==> config.mk <==
export PLATFORM = sky130hd
export DESIGN_NAME = aid_option_diag
export DESIGN_NICKNAME = d
export VERILOG_FILES = /design/src/hw/aid_pkg.sv /design/src/hw/aid_chan_filter.sv /design/src/hw/aid_option_diag.sv
export VERILOG_INCLUDE_DIRS = /design/src /design/src/hw
export SDC_FILE = /design/constraint.sdc
export NUM_CORES = 1
export LEC_CHECK = 0
export ABC_AREA = 1
export BUFFER_PORTS_ARGS = -buffer_cell sky130_fd_sc_hd__buf_2
export CAP_MARGIN = 40
export CORE_MARGIN = 5
export CORE_UTILIZATION = 40
export CTS_CLUSTER_DIAMETER = 40
export DETAILED_ROUTE_END_ITERATION = 8
export PLACE_DENSITY = 0.55
export SKIP_LAST_GASP = 1
export SLEW_MARGIN = 15
export SYNTH_ARGS = -nofsm -noshare
export SYNTH_HDL_FRONTEND = slang
export SYNTH_SLANG_ARGS = --single-unit
==> constraint.sdc <==
create_clock -name core_clk_in -period 6.3 [get_ports core_clk_in]
set_clock_uncertainty 0.15 [all_clocks]
set_input_delay 0.63 -clock core_clk_in [delete_from_list [all_inputs] [get_ports core_clk_in]]
set_output_delay 0.63 -clock core_clk_in [all_outputs]
set_load 0.02 [all_outputs]
==> src/hw/aid_consts.svh <==
// constants for the analog input option and diagnostic block
// ===========================================================
// Operation
// - rate code picks conversion rate and resolution
// - rate shared among all active channels
// - bits 5..4 pick selection filter
// - bits 7..6 pick envelope filter
// - alarm enabled error sends four byte record
// - record bytes 2 and 3 sent empty
// - status byte holds fault, external, channel flags
// - class byte holds 0101 and channel flag
// - red channel light on any channel error
// - eight input bytes, one word per channel
// - channels set up alone, each switchable off
// - parameter byte 0 bit 6 gates alarms
// - function number FFh switches channel off
`ifndef AID_CONSTS_SVH
`define AID_CONSTS_SVH

// ===========================================================
// register offsets (byte addresses)
`define AID_OFS_DIAG0     8'h00
`define AID_OFS_DIAG1     8'h01
`define AID_OFS_DIAG2     8'h02
`define AID_OFS_DIAG3     8'h03
`define AID_OFS_OPT0      8'h06
`define AID_OFS_ALARM     8'h0A
`define AID_OFS_FUNC0     8'h0B
`define AID_OFS_DATA0     8'h10
`define AID_OFS_IRQ_ST    8'h18
`define AID_OFS_IRQ_EN    8'h19
`define AID_OFS_IRQ_CLR   8'h1A
`define AID_OFS_ACTIVE    8'h1B

// ===========================================================
// fields and reset values
`define AID_ALARM_BIT     6
`define AID_OPT_RST       8'h00
`define AID_ALARM_RST     8'h00
`define AID_FUNC_RST      8'h28
`define AID_FUNC_OFF      8'hFF
`define AID_FUNC_KEEP     8'h00
`define AID_CLASS_ANALOG  4'h5
`define AID_IRQ_DIAG      0
`define AID_IRQ_DATA      1
`define AID_ENV_SMALL     17'sh00008
`define AID_ENV_LARGE     17'sh00010

// ===========================================================
// timing: rates in milli-conversions per second
`define AID_CLK_HZ        125000000
`define AID_RATE0_MCPS    15000
`define AID_RATE1_MCPS    30000
`define AID_RATE2_MCPS    60000
`define AID_RATE3_MCPS    123000
`define AID_RATE4_MCPS    168000
`define AID_RATE5_MCPS    202000
`define AID_RATE6_MCPS    3700
`define AID_RATE7_MCPS    7500
`define AID_CYC(m)        (int'((64'd1000 * 64'd125000000) / (m)))

`endif

==> src/hw/aid_pkg.sv <==
// types and decode functions for the analog input block
`include "aid_consts.svh"
package aid_pkg;
    // ===========================================================
    // types
    typedef logic [7:0] aid_byte_t;
    typedef enum logic [2:0]
    {
        ST_IDLE = 3'h1,
        ST_WAIT = 3'h2,
        ST_BUSY = 3'h4
    } aid_state_t;

    // ===========================================================
    // option decode; unlisted rate codes fall back to code 0
    function automatic logic [2:0] aid_rate_code(input aid_byte_t opt);
        aid_rate_code = opt[3] ? 3'h0 : opt[2:0];
    endfunction : aid_rate_code

    function automatic logic [4:0] aid_res_bits(input aid_byte_t opt);
        case (aid_rate_code(opt))
            3'h2:    aid_res_bits = 5'h0F;
            3'h3:    aid_res_bits = 5'h0E;
            3'h4:    aid_res_bits = 5'h0C;
            3'h5:    aid_res_bits = 5'h0A;
            default: aid_res_bits = 5'h10;
        endcase
    endfunction : aid_res_bits
endpackage : aid_pkg

==> src/hw/aid_chan_filter.sv <==
// per-channel resolution, selection and envelope filter
`timescale 1ns/1ps
`include "aid_consts.svh"
module aid_chan_filter
(
    // clock and reset
    input  wire logic             core_clk_in,
    input  wire logic             reset_in,
    // sample in
    input  wire logic             sample_valid_in,
    input  wire logic [15:0]      sample_in,
    input  wire aid_pkg::aid_byte_t option_in,
    // filtered word out
    output logic      [15:0]      value_out,
    output logic                  update_out
);
    import aid_pkg::*;

    // ===========================================================
    // decode
    logic [2:0]  sel_cnt_q;
    logic [15:0] value_q;
    logic        update_q;
    wire  [4:0]  res_bits  = aid_res_bits(option_in);
    wire  [15:0] res_mask  = 16'hFFFF << (5'h10 - res_bits);
    wire  [15:0] masked    = sample_in & res_mask;
    wire  [1:0]  sel_mode  = option_in[5:4];
    wire  [2:0]  sel_len   = (sel_mode == 2'h1) ? 3'h3 : 3'h6;
    wire  [2:0]  sel_keep  = (sel_mode == 2'h1) ? 3'h2 : 3'h4;
    wire         sel_on    = (sel_mode == 2'h1) || (sel_mode == 2'h2);
    wire         sel_pass  = !sel_on || (sel_cnt_q < sel_keep);
    wire  [2:0]  sel_next  = (sel_cnt_q + 3'h1 >= sel_len) ? 3'h0 : sel_cnt_q + 3'h1;
    wire  signed [16:0] diff = $signed({masked[15], masked}) - $signed({value_q[15], value_q});
    wire  signed [16:0] mag  = diff[16] ? -diff : diff;
    // small moves inside the envelope are held back to quiet noise
    wire  signed [16:0] env  = (option_in[7:6] == 2'h1) ? `AID_ENV_SMALL : `AID_ENV_LARGE;
    wire         env_on    = (option_in[7:6] == 2'h1) || (option_in[7:6] == 2'h2);
    wire         env_pass  = !env_on || (mag > env);
    wire         take      = sample_valid_in && sel_pass && env_pass;

    // ===========================================================
    // state
    always_ff @(posedge core_clk_in)
    begin
        if (reset_in)
        begin
            sel_cnt_q <= 3'h0;
            value_q   <= 16'h0000;
            update_q  <= 1'b0;
        end
        else
        begin
            if (sample_valid_in)
                sel_cnt_q <= sel_on ? sel_next : 3'h0;
            if (take)
                value_q <= masked;
            update_q <= take;
        end
    end

    assign value_out  = value_q;
    assign update_out = update_q;
endmodule : aid_chan_filter

==> src/hw/aid_option_diag.sv <==
// four-channel analog input option decode, scheduler and diagnostics
//
// Strobed register access is this design's own decision.
`timescale 1ns/1ps
`include "aid_consts.svh"
module aid_option_diag
#(
    parameter int unsigned CONV_CYC [8] = '{`AID_CYC(`AID_RATE0_MCPS),
                                            `AID_CYC(`AID_RATE1_MCPS),
                                            `AID_CYC(`AID_RATE2_MCPS),
                                            `AID_CYC(`AID_RATE3_MCPS),
                                            `AID_CYC(`AID_RATE4_MCPS),
                                            `AID_CYC(`AID_RATE5_MCPS),
                                            `AID_CYC(`AID_RATE6_MCPS),
                                            `AID_CYC(`AID_RATE7_MCPS)}
)
(
    // clock and reset
    input  wire logic               core_clk_in,
    input  wire logic               reset_in,
    // register port
    input  wire logic [7:0]         reg_addr_in,
    input  wire aid_pkg::aid_byte_t reg_wdata_in,
    input  wire logic               reg_wr_in,
    input  wire logic               reg_rd_in,
    output aid_pkg::aid_byte_t      reg_rdata_out,
    // converter front end
    output logic                    conv_start_out,
    output logic [1:0]              conv_chan_out,
    input  wire logic               conv_done_in,
    input  wire logic [15:0]        conv_data_in,
    // error sources
    input  wire logic               module_fault_in,
    input  wire logic               ext_error_in,
    input  wire logic [3:0]         chan_error_in,
    // diagnostic record stream
    output logic                    diag_valid_out,
    output aid_pkg::aid_byte_t      diag_data_out,
    output logic                    diag_last_out,
    input  wire logic               diag_ready_in,
    // indicators and interrupt
    output logic [3:0]              channel_error_leds_out,
    output logic                    irq_out
);
    import aid_pkg::*;

    // ===========================================================
    // registers
    aid_byte_t   opt_q [4];
    aid_byte_t   func_q [4];
    aid_byte_t   alarm_q;
    aid_byte_t   diag0_q;
    aid_byte_t   diag1_q;
    aid_byte_t   rdata_q;
    logic [1:0]  irq_st_q;
    logic [1:0]  irq_en_q;
    logic        irq_q;
    logic [3:0]  led_q;
    logic [3:0]  chan_lat_q;
    logic        err_prev_q;
    aid_state_t  state_q;
    aid_state_t  state_d;
    logic [31:0] tmr_q;
    logic [1:0]  chan_q;
    logic        start_q;
    logic        dvalid_q;
    logic [1:0]  didx_q;
    aid_byte_t   dbyte_q;
    logic        dlast_q;
    logic [15:0] word [4];
    logic [3:0]  upd;

    // ===========================================================
    // decode
    wire [3:0] active;
    wire [3:0] opt_hit;
    wire [3:0] func_hit;
    genvar g;
    generate
        for (g = 0; g < 4; g++)
        begin : g_chan
            assign active[g]   = (func_q[g] != `AID_FUNC_OFF);
            assign opt_hit[g]  = reg_addr_in == `AID_OFS_OPT0 + 8'(g);
            assign func_hit[g] = reg_addr_in == `AID_OFS_FUNC0 + 8'(g);
            aid_chan_filter u_filt
            (
                .core_clk_in     (core_clk_in),
                .reset_in        (reset_in),
                .sample_valid_in (conv_done_in && state_q == ST_BUSY && chan_q == 2'(g) &&
                                  active[g]),
                .sample_in       (conv_data_in),
                .option_in       (opt_q[g]),
                .value_out       (word[g]),
                .update_out      (upd[g])
            );
        end
    endgenerate

    // round robin over active channels splits the rate between them
    function automatic logic [1:0] next_chan(input logic [1:0] last, input logic [3:0] act);
        logic [1:0] c;
        next_chan = last;
        for (int i = 4; i >= 1; i--)
        begin
            c = last + 2'(i);
            if (act[c])
                next_chan = c;
        end
    endfunction : next_chan

    wire        any_active = |active;
    wire [1:0]  pick       = next_chan(chan_q, active);
    wire [2:0]  pick_rate  = aid_rate_code(opt_q[pick]);
    wire        alarm_en   = alarm_q[`AID_ALARM_BIT];
    wire        chan_any   = |chan_error_in;
    wire        err_now    = module_fault_in || ext_error_in || chan_any;
    wire        err_evt    = err_now && !err_prev_q;
    wire        wr_alarm   = reg_wr_in && reg_addr_in == `AID_OFS_ALARM;
    wire        wr_irq_en  = reg_wr_in && reg_addr_in == `AID_OFS_IRQ_EN;
    wire        wr_clr     = reg_wr_in && reg_addr_in == `AID_OFS_IRQ_CLR;
    wire [1:0]  clr_bits   = wr_clr ? reg_wdata_in[1:0] : 2'h0;
    wire        diag_clr   = clr_bits[`AID_IRQ_DIAG] && !err_now;
    wire        dstart     = err_evt && alarm_en && !dvalid_q;
    wire        dstep      = dvalid_q && diag_ready_in;
    wire [7:0]  dsel_ofs   = reg_addr_in - `AID_OFS_DATA0;
    wire [15:0] rd_word    = word[dsel_ofs[2:1]];
    wire        is_data    = reg_addr_in >= `AID_OFS_DATA0 &&
                             reg_addr_in < `AID_OFS_DATA0 + 8'h08;
    wire        is_opt     = |opt_hit;
    wire        is_func    = |func_hit;
    wire [1:0]  opt_idx    = 2'(reg_addr_in - `AID_OFS_OPT0);
    wire [1:0]  func_idx   = 2'(reg_addr_in - `AID_OFS_FUNC0);
    wire [7:0]  new_diag0  = {4'h0, chan_any, ext_error_in, 1'b0, module_fault_in};
    wire [7:0]  new_diag1  = {3'h0, chan_any, `AID_CLASS_ANALOG};

    aid_byte_t rd_mux;
    always_comb
    begin
        rd_mux = 8'h00;
        if (reg_addr_in == `AID_OFS_DIAG0)
            rd_mux = diag0_q;
        else if (reg_addr_in == `AID_OFS_DIAG1)
            rd_mux = diag1_q;
        else if (is_opt)
            rd_mux = opt_q[opt_idx];
        else if (is_func)
            rd_mux = func_q[func_idx];
        else if (reg_addr_in == `AID_OFS_ALARM)
            rd_mux = alarm_q;
        else if (is_data)
            rd_mux = dsel_ofs[0] ? rd_word[7:0] : rd_word[15:8];
        else if (reg_addr_in == `AID_OFS_IRQ_ST)
            rd_mux = {6'h00, irq_st_q};
        else if (reg_addr_in == `AID_OFS_IRQ_EN)
            rd_mux = {6'h00, irq_en_q};
        else if (reg_addr_in == `AID_OFS_ACTIVE)
            rd_mux = {4'h0, active};
    end

    // ===========================================================
    // conversion scheduler
    always_comb
    begin
        state_d = state_q;
        case (state_q)
            ST_IDLE: if (any_active) state_d = ST_WAIT;
            ST_WAIT:
                // a channel switched off while waiting gives up its turn
                if (!active[chan_q])
                    state_d = ST_IDLE;
                else if (tmr_q == 32'h0)
                    state_d = ST_BUSY;
            ST_BUSY: if (conv_done_in) state_d = ST_IDLE;
            default: state_d = ST_IDLE;
        endcase
    end

    always_ff @(posedge core_clk_in)
    begin
        if (reset_in)
        begin
            state_q <= ST_IDLE;
            tmr_q   <= 32'h0;
            chan_q  <= 2'h3;
            start_q <= 1'b0;
        end
        else
        begin
            state_q <= state_d;
            start_q <= state_q == ST_WAIT && tmr_q == 32'h0 && active[chan_q];
            if (state_q == ST_IDLE && any_active)
            begin
                chan_q <= pick;
                tmr_q  <= CONV_CYC[pick_rate] - 32'h1;
            end
            else if (state_q == ST_WAIT && tmr_q != 32'h0)
                tmr_q <= tmr_q - 32'h1;
        end
    end

    // ===========================================================
    // parameter registers
    always_ff @(posedge core_clk_in)
    begin
        if (reset_in)
        begin
            for (int i = 0; i < 4; i++)
            begin
                opt_q[i]  <= `AID_OPT_RST;
                func_q[i] <= `AID_FUNC_RST;
            end
            alarm_q  <= `AID_ALARM_RST;
            irq_en_q <= 2'h0;
        end
        else
        begin
            if (reg_wr_in && is_opt)
                opt_q[opt_idx] <= reg_wdata_in;
            // zero leaves the stored function untouched
            if (reg_wr_in && is_func && reg_wdata_in != `AID_FUNC_KEEP)
                func_q[func_idx] <= reg_wdata_in;
            if (wr_alarm)
                alarm_q <= reg_wdata_in;
            if (wr_irq_en)
                irq_en_q <= reg_wdata_in[1:0];
        end
    end

    // ===========================================================
    // diagnostics, indicators and interrupt
    always_ff @(posedge core_clk_in)
    begin
        if (reset_in)
        begin
            diag0_q    <= 8'h00;
            diag1_q    <= 8'h00;
            chan_lat_q <= 4'h0;
            err_prev_q <= 1'b0;
            led_q      <= 4'h0;
            dvalid_q   <= 1'b0;
            didx_q     <= 2'h0;
            dbyte_q    <= 8'h00;
            dlast_q    <= 1'b0;
            irq_st_q   <= 2'h0;
            irq_q      <= 1'b0;
            rdata_q    <= 8'h00;
        end
        else
        begin
            err_prev_q <= err_now;
            if (err_evt)
            begin
                diag0_q    <= new_diag0;
                diag1_q    <= new_diag1;
                chan_lat_q <= chan_error_in;
            end
            else if (diag_clr)
            begin
                diag0_q    <= 8'h00;
                diag1_q    <= 8'h00;
                chan_lat_q <= 4'h0;
            end
            led_q <= chan_error_in | chan_lat_q;
            if (dstart)
            begin
                dvalid_q <= 1'b1;
                didx_q   <= 2'h0;
                dbyte_q  <= new_diag0;
                dlast_q  <= 1'b0;
            end
            else if (dstep)
            begin
                dvalid_q <= didx_q != 2'h3;
                didx_q   <= didx_q + 2'h1;
                dbyte_q  <= (didx_q == 2'h0) ? diag1_q : 8'h00;
                dlast_q  <= didx_q == 2'h2;
            end
            // a set in the clearing cycle wins over the clear
            irq_st_q[`AID_IRQ_DIAG] <= dstart || (irq_st_q[`AID_IRQ_DIAG] && !clr_bits[0]);
            irq_st_q[`AID_IRQ_DATA] <= |upd || (irq_st_q[`AID_IRQ_DATA] && !clr_bits[1]);
            irq_q   <= |(irq_st_q & irq_en_q);
            rdata_q <= reg_rd_in ? rd_mux : 8'h00;
        end
    end

    // ===========================================================
    // outputs
    assign reg_rdata_out          = rdata_q;
    assign conv_start_out         = start_q;
    assign conv_chan_out          = chan_q;
    assign diag_valid_out         = dvalid_q;
    assign diag_data_out          = dbyte_q;
    assign diag_last_out          = dlast_q;
    assign channel_error_leds_out = led_q;
    assign irq_out                = irq_q;
endmodule : aid_option_diag

== Word-level counts from Yosys, hierarchy flattened ==
Memories as Yosys holds them, arrays and structs flattened.
Cells that the tools add are included.
Cells by class
  add/subtract/negate cells: 25
  magnitude comparators: 20
  equality and inequality tests: 61
  shift operators: 4
  muxes and demuxes: 92
  bitwise logic cells: 9
  reductions and logical operators: 90
Operators by type and width (count)
  32-bit 2-to-1 mux: 4
  5-bit one-hot mux with 4 select lines: 4
  3-bit 2-to-1 mux: 25
  17-bit > comparator: 4
  17-bit 2-to-1 mux: 4
  17-bit negation: 4
  16-bit by 16-bit subtractor with 17-bit output: 4
  16-bit bitwise AND: 4
  16-bit by 5-bit << shifter with 16-bit output, first input constant: 4
  32-bit by 1-bit subtractor with 32-bit output, second input constant: 2
  8-bit by 4-bit == test with 1-bit output, second input constant: 7
  8-bit 2-to-1 mux: 7
  4-bit 2-to-1 mux: 10
  5-bit 2-to-1 mux: 8
  1-bit logical AND: 35
  16-bit binary-select mux with 2-bit select: 1
  8-bit by 5-bit == test with 1-bit output, second input constant: 4
  32-bit zero test: 1
  16-bit 2-to-1 mux: 2
  8-bit inequality test, second input constant: 4
  32-bit nonzero test: 1
  3-bit by 2-bit == test with 1-bit output, second input constant: 9
  3-bit == test, second input constant: 9
  4-bit OR reduction: 6
  other kinds (39): 138
Word-level totals
  bits in registers: 163
  RAM bits: 64
  memory bits (read-only): 256
  input port bits: 44
  output and inout port bits: 26
  memories kept: 3
Memories
  (name not given): depth 8, width 32, read ports 1, clocked after memory_dff 0, write ports 0, RTL line aid_option_diag.sv:194  | tmr_q <= CONV_CYC[pick_rate] - 32'h1;
  func_q: depth 4, width 8, read ports 5, clocked after memory_dff 0, write ports 4, RTL line aid_option_diag.sv:50  | aid_byte_t func_q [4];
  opt_q: depth 4, width 8, read ports 6, clocked after memory_dff 0, write ports 4, RTL line aid_option_diag.sv:49  | aid_byte_t opt_q [4];

== Logic depth before layout (Yosys ltp) ==
An unclocked memory read counts as a cell.
  depth in word-level cells: 15
  gate-level depth with buffers: 39

== Hierarchy ==
A second synthesis with hierarchy kept.
Unflattened totals
  cell total of the unflattened synthesis: 3274
  area total of the unflattened synthesis: 20805.0 um2
By module, submodules not included
  aid_chan_filter: instances 4, cells each 502, area an instance 2879.0 um2, sequential area each 400.4 um2
  aid_option_diag: instances 1, cells each 1266, area an instance 9288.9 um2, sequential area each 3523.4 um2

== Worst setup path after synthesis ==
OpenSTA, ideal clock, no wires.
  kind: register to register
  from: memory opt_q[2][3] in the netlist's numbering
  to: register g_chan[2].u_filt.value_q[0]
  library setup time: 0.115 ns
  arrival time: 4.576 ns
  required time: 6.035 ns
  setup slack: 1.459 ns
  stages on the path, launching flop included: 35
  period minus slack after synthesis: 4.841 ns
  path through: edfxtp_1 -> nor4_1 -> inv_1 -> ha_1 -> or2_2 -> nand2_1 -> inv_1 -> o21ai_0 -> inv_1 -> ha_1 -> clkbuf_2 -> a21oi_1 -> nor2_1 -> nor2_1 -> nand2_1 -> nand3_1 -> nand3_1 -> nand2_1 -> inv_2 -> nor2_1 -> xor2_1 -> inv_1 -> ha_1 -> nand2_1 -> nor2_1 -> nand4_1 -> o21ai_0 -> nand3_1 -> nor2_1 -> nand3_1 -> nand2_1 -> nand2_2 -> buf_2 -> a21oi_1 -> nor2_1
RTL lines
  from (decl): RTL line aid_option_diag.sv:49
  to (signal assigned): RTL line aid_chan_filter.sv:56  | value_q <= masked;
  to (decl): RTL line aid_chan_filter.sv:22  | logic [15:0] value_q;

==> impl_metrics.py <==
metrics = {
    "run_status": {
        "run_status": "finished, final reports clean",
    },
    "drt": {
        "dr.first_iter.drc_count": 1448,
        "drt-vias-per-instance": 5.24,
        "detail_route.drc_violations": 0,
        "routed-via-count": 19217,
        "average_wire_length_per_cell_after_detail_routing_um": 16.7,
        "remaining_number_of_nets_flagged_by_the_antenna_check_after_routing": 0,
        "postRouteWirelength_um": 61400,
        "drt_first_pass_iters": 6,
    },
    "clock_network": {
        "cts_resized": 0,
        "ctsRootBufferMaster": "sky130_fd_sc_hd__clkbuf_16",
        "htree_num_levels": 2,
        "cts_setup_buffers": 0,
        "cts-buffers-inserted": 47,
        "cts_hold_bufs": 0,
        "register_clock_pin_slew_on_the_reported_worst_setup_and_hold_paths_ns": 0.05,
        "insertion_delay_ns": 0.61,
        "numClockSinks": 224,
        "cts_buffer_depth": 3,
        "tritoncts": "done",
    },
    "synthesis": {
        "leading_post_synthesis_cells_by_instance_count": "sky130_fd_sc_hd__nand2_1, sky130_fd_sc_hd__inv_1, sky130_fd_sc_hd__nor2_1",
        "syn_avg_cell_area_um2": 6.36,
        "synthesis.area_um2": 18900,
        "ys_warn_count": 0,
        "synth_seq_area_share_pct": 27.1,
        "number_of_enable_flip_flop_cells_after_synthesis": 64,
        "post-synth-top-area-fraction_pct": 16.9,
        "netlist_top_cells_area": "sky130_fd_sc_hd__dfxtp_1, sky130_fd_sc_hd__nand2_1, sky130_fd_sc_hd__edfxtp_1",
        "synthDistinctLibCells": 58,
        "synth_area_leader_cell": "sky130_fd_sc_hd__dfxtp_1",
        "gate_count_post_synth": 2972,
        "synth_most_common_cell": "sky130_fd_sc_hd__nand2_1",
        "synth_async_sr_flop_share_pct": 0,
        "synth_ff_type": "sky130_fd_sc_hd__dfxtp_1",
        "ys_seq_elements": 224,
    },
    "grt": {
        "grt_usage_pct": 23.4,
        "vias_in_the_first_global_route": 18173,
        "grt_start_max_net_pins": 62,
        "antenna_found_initial": 1,
        "grt_overflow": 0,
        "grt_pass1_wl_um": 97400,
    },
    "worst_setup_path": {
        "worst-endpoint-arrival_ns": 5.97,
        "peak_fanout_along_the_critical_path": 21,
        "r2r.worst_path.cells": 30,
        "worstSetupEndpoint": "g_chan[3].u_filt.value_out[11]",
        "reg2reg_setup_slack_ns": 0.64,
        "critPathLaunchType": "register",
        "critical_path.slowest_cell": "sky130_fd_sc_hd__or4_1",
        "worstReg2RegStart": "opt_q[3][3]",
        "worst_r2r_endpoint": "g_chan[3].u_filt.value_out[11]",
        "timing.critical_path.slowest_cell_delay_ns": 0.58,
        "cp-end-kind": "register",
        "critPathRequiredTime_ns": 6.61,
        "crit_type": "register to register",
        "worstSetupStartpoint": "opt_q[3][3]",
    },
    "power_and_ir_drop": {
        "power.density_cell_area_nw_per_um2": 363,
        "sw_frac_of_total_pct": 45.5,
        "comb_power_share_pct": 46.3,
        "power.share.clock_pct": 32.3,
        "cell_internal_pwr_w": 0.00423,
        "power.sequential.fraction_pct": 21.4,
        "vdd_drop_max_mv": 0.347,
        "cellLeakagePower_nw": 10.1,
        "p_switching_w": 0.00354,
    },
    "floorplan": {
        "coreArea_um2": 46700,
        "floorplan.die.width_um": 227,
        "num_rows": 79,
        "top_level_ports": 70,
        "die_height_um": 227,
        "floorplan.die_area_um2": 51700,
        "start_util_pct": 40.5,
    },
    "placed_design": {
        "dpl.hpwl_um": 46900,
        "routability_congestion_estimate": 0.933,
        "placement.io_buffers": 65,
    },
    "sta": {
        "highest_achievable_clock_rate_mhz": 177,
        "summed_negative_setup_slack_over_all_endpoints_ns": 0,
        "layout_min_cycle_time_ns": 5.66,
        "layout_worst_path_cycle_share_pct": 89.8,
        "whs_ns": 0.147,
        "worstMarginPinSlew_ns": 0.866,
        "worst_slew_margin_rel_pct": 41.8,
        "setup-violations-final": 0,
        "final-hold-violation-count": 0,
        "timing.final.max_slew_violations": 0,
    },
    "layout": {
        "area.growth.synth_to_final_pct": 13.2,
        "fill_cells": 4863,
        "final_layout_size_suffix_gt1_share_pct": 8.62,
        "final_nets": 3202,
    },
    "worst_hold_path": {
        "timing.hold.worst.class": "input port to register",
    },
    "flow_run": {
        "drv.max_cap_violation_count": 0,
    },
}
## per-stage QoR
stage	cell area (µm²)	cells	total power (W)	setup slack, ns	util [%]
2_1_floorplan	18900	2975	0.00452	1.46	-
3_3_place_gp	19700	3579	0.00524	0.473	42.3
3_5_place_dp	19800	3582	0.00526	0.433	42.4
4_1_cts	21400	3669	0.00780	0.378	45.8
5_1_grt	21400	3669	0.00835	-0.0356	45.9
6_report	21400	3670	0.00777	0.640	45.9
## cell usage in the layout, fill, tap and decap left out, drive strengths merged, types with 12 or more instances in the layout
cell and instances:
or2 12, xor2 54, nor4 13, nor2 385
dfxtp 160, xnor2 19, o21ai 161, buf 87
edfxtp 64, clkinv 28, o211ai 21, nand3 302
clkbuf 57, nor3 46, nand3b 13, inv 448
nand4 40, a21oi 210, ha 130, nand2 721
## power groups by stage
stage          Clock, W  Combinational, W  Sequential (W)
2_1_floorplan         0           0.00284         0.00168
3_3_place_gp          0           0.00355         0.00169
3_5_place_dp          0           0.00357         0.00169
4_1_cts         0.00255           0.00358         0.00166
5_1_grt         0.00263           0.00405         0.00168
6_report        0.00251           0.00360         0.00166
## layout make-up
type / count / area [µm²] / area share, %
antenna: 1 / 2.50 / 0.0117
sequential: 224 / 5120 / 23.9
clock buffer: 57 / 1250 / 5.85
multi-input combinational: 2212 / 11700 / 54.7
clock inverter: 30 / 364 / 1.70
inverter: 452 / 1700 / 7.93
timing repair buffer: 87 / 492 / 2.30
tap: 607 / 759 / 3.55
## registers in the layout (all words and copies together) (netlist names), 3 cells and up
| register | flops |
|---|---|
| g_chan.u_filt.value_out | 64 |
| func_q | 32 |
| opt_q | 32 |
| tmr_q | 32 |
| g_chan.u_filt.sel_cnt_q | 12 |
| alarm_q | 8 |
| reg_rdata_out | 8 |
| chan_lat_q | 4 |
| channel_error_leds_out | 4 |
| diag_data_out | 4 |
| g_chan.u_filt.update_out | 4 |
| diag0_q | 3 |
| state_q | 3 |
## per-layer routing
layer  vias to the layer above  part of all wire [%]  global-route usage, %
li1                       9808                     -                      -
met1                      8768                    45                   30.8
met2                       535                    47                   39.6
met3                       106                   5.3                   3.57
met4                         0                   3.1                   7.14
met5                         -                     0                      0
## cells by family (layout without fill, tap and decap cells)
family                   count (synthesis)  count (layout)  synth area share, %
AND/OR/NAND/NOR                       1539            1539                 35.7
buffers and inverters                  539             626                 11.2
AO/OA/AOI/OAI                          462             462                 13.5
flip-flops                             224             224                 27.1
adder cells (fa/ha/maj)                134             134                 9.02
XOR/XNOR                                73              73                 3.38
other                                    1               5               0.0198
## worst max-delay path: cells and delay by family, from the launching register on
| family | cells | cell delay, ns |
|---|---|---|
| compound gates | 3 | 0.50 |
| xor+xnor | 1 | 0.15 |
| fa+ha+maj | 3 | 0.90 |
| buf+inv | 3 | 0.37 |
| flops | 1 | 0.46 |
| simple gates | 20 | 2.97 |
## worst min path at each step
stage | start | endpoint | slack [ns] | cells past startpoint
after floorplan | diag0_q[2] | diag0_q[2] | 0.29 | 2
after global routing | chan_error_in[1] | channel_error_leds_out[1] | 0.14 | 3
after detailed placement | diag_data_out[4] | diag_data_out[4] | 0.30 | 2
final | chan_error_in[1] | channel_error_leds_out[1] | 0.15 | 3
after global placement | g_chan[2].u_filt.value_out[8] | g_chan[2].u_filt.value_out[8] | 0.30 | 2
after CTS | chan_error_in[1] | channel_error_leds_out[1] | 0.13 | 3
Power figures use the tool's default switching activity.
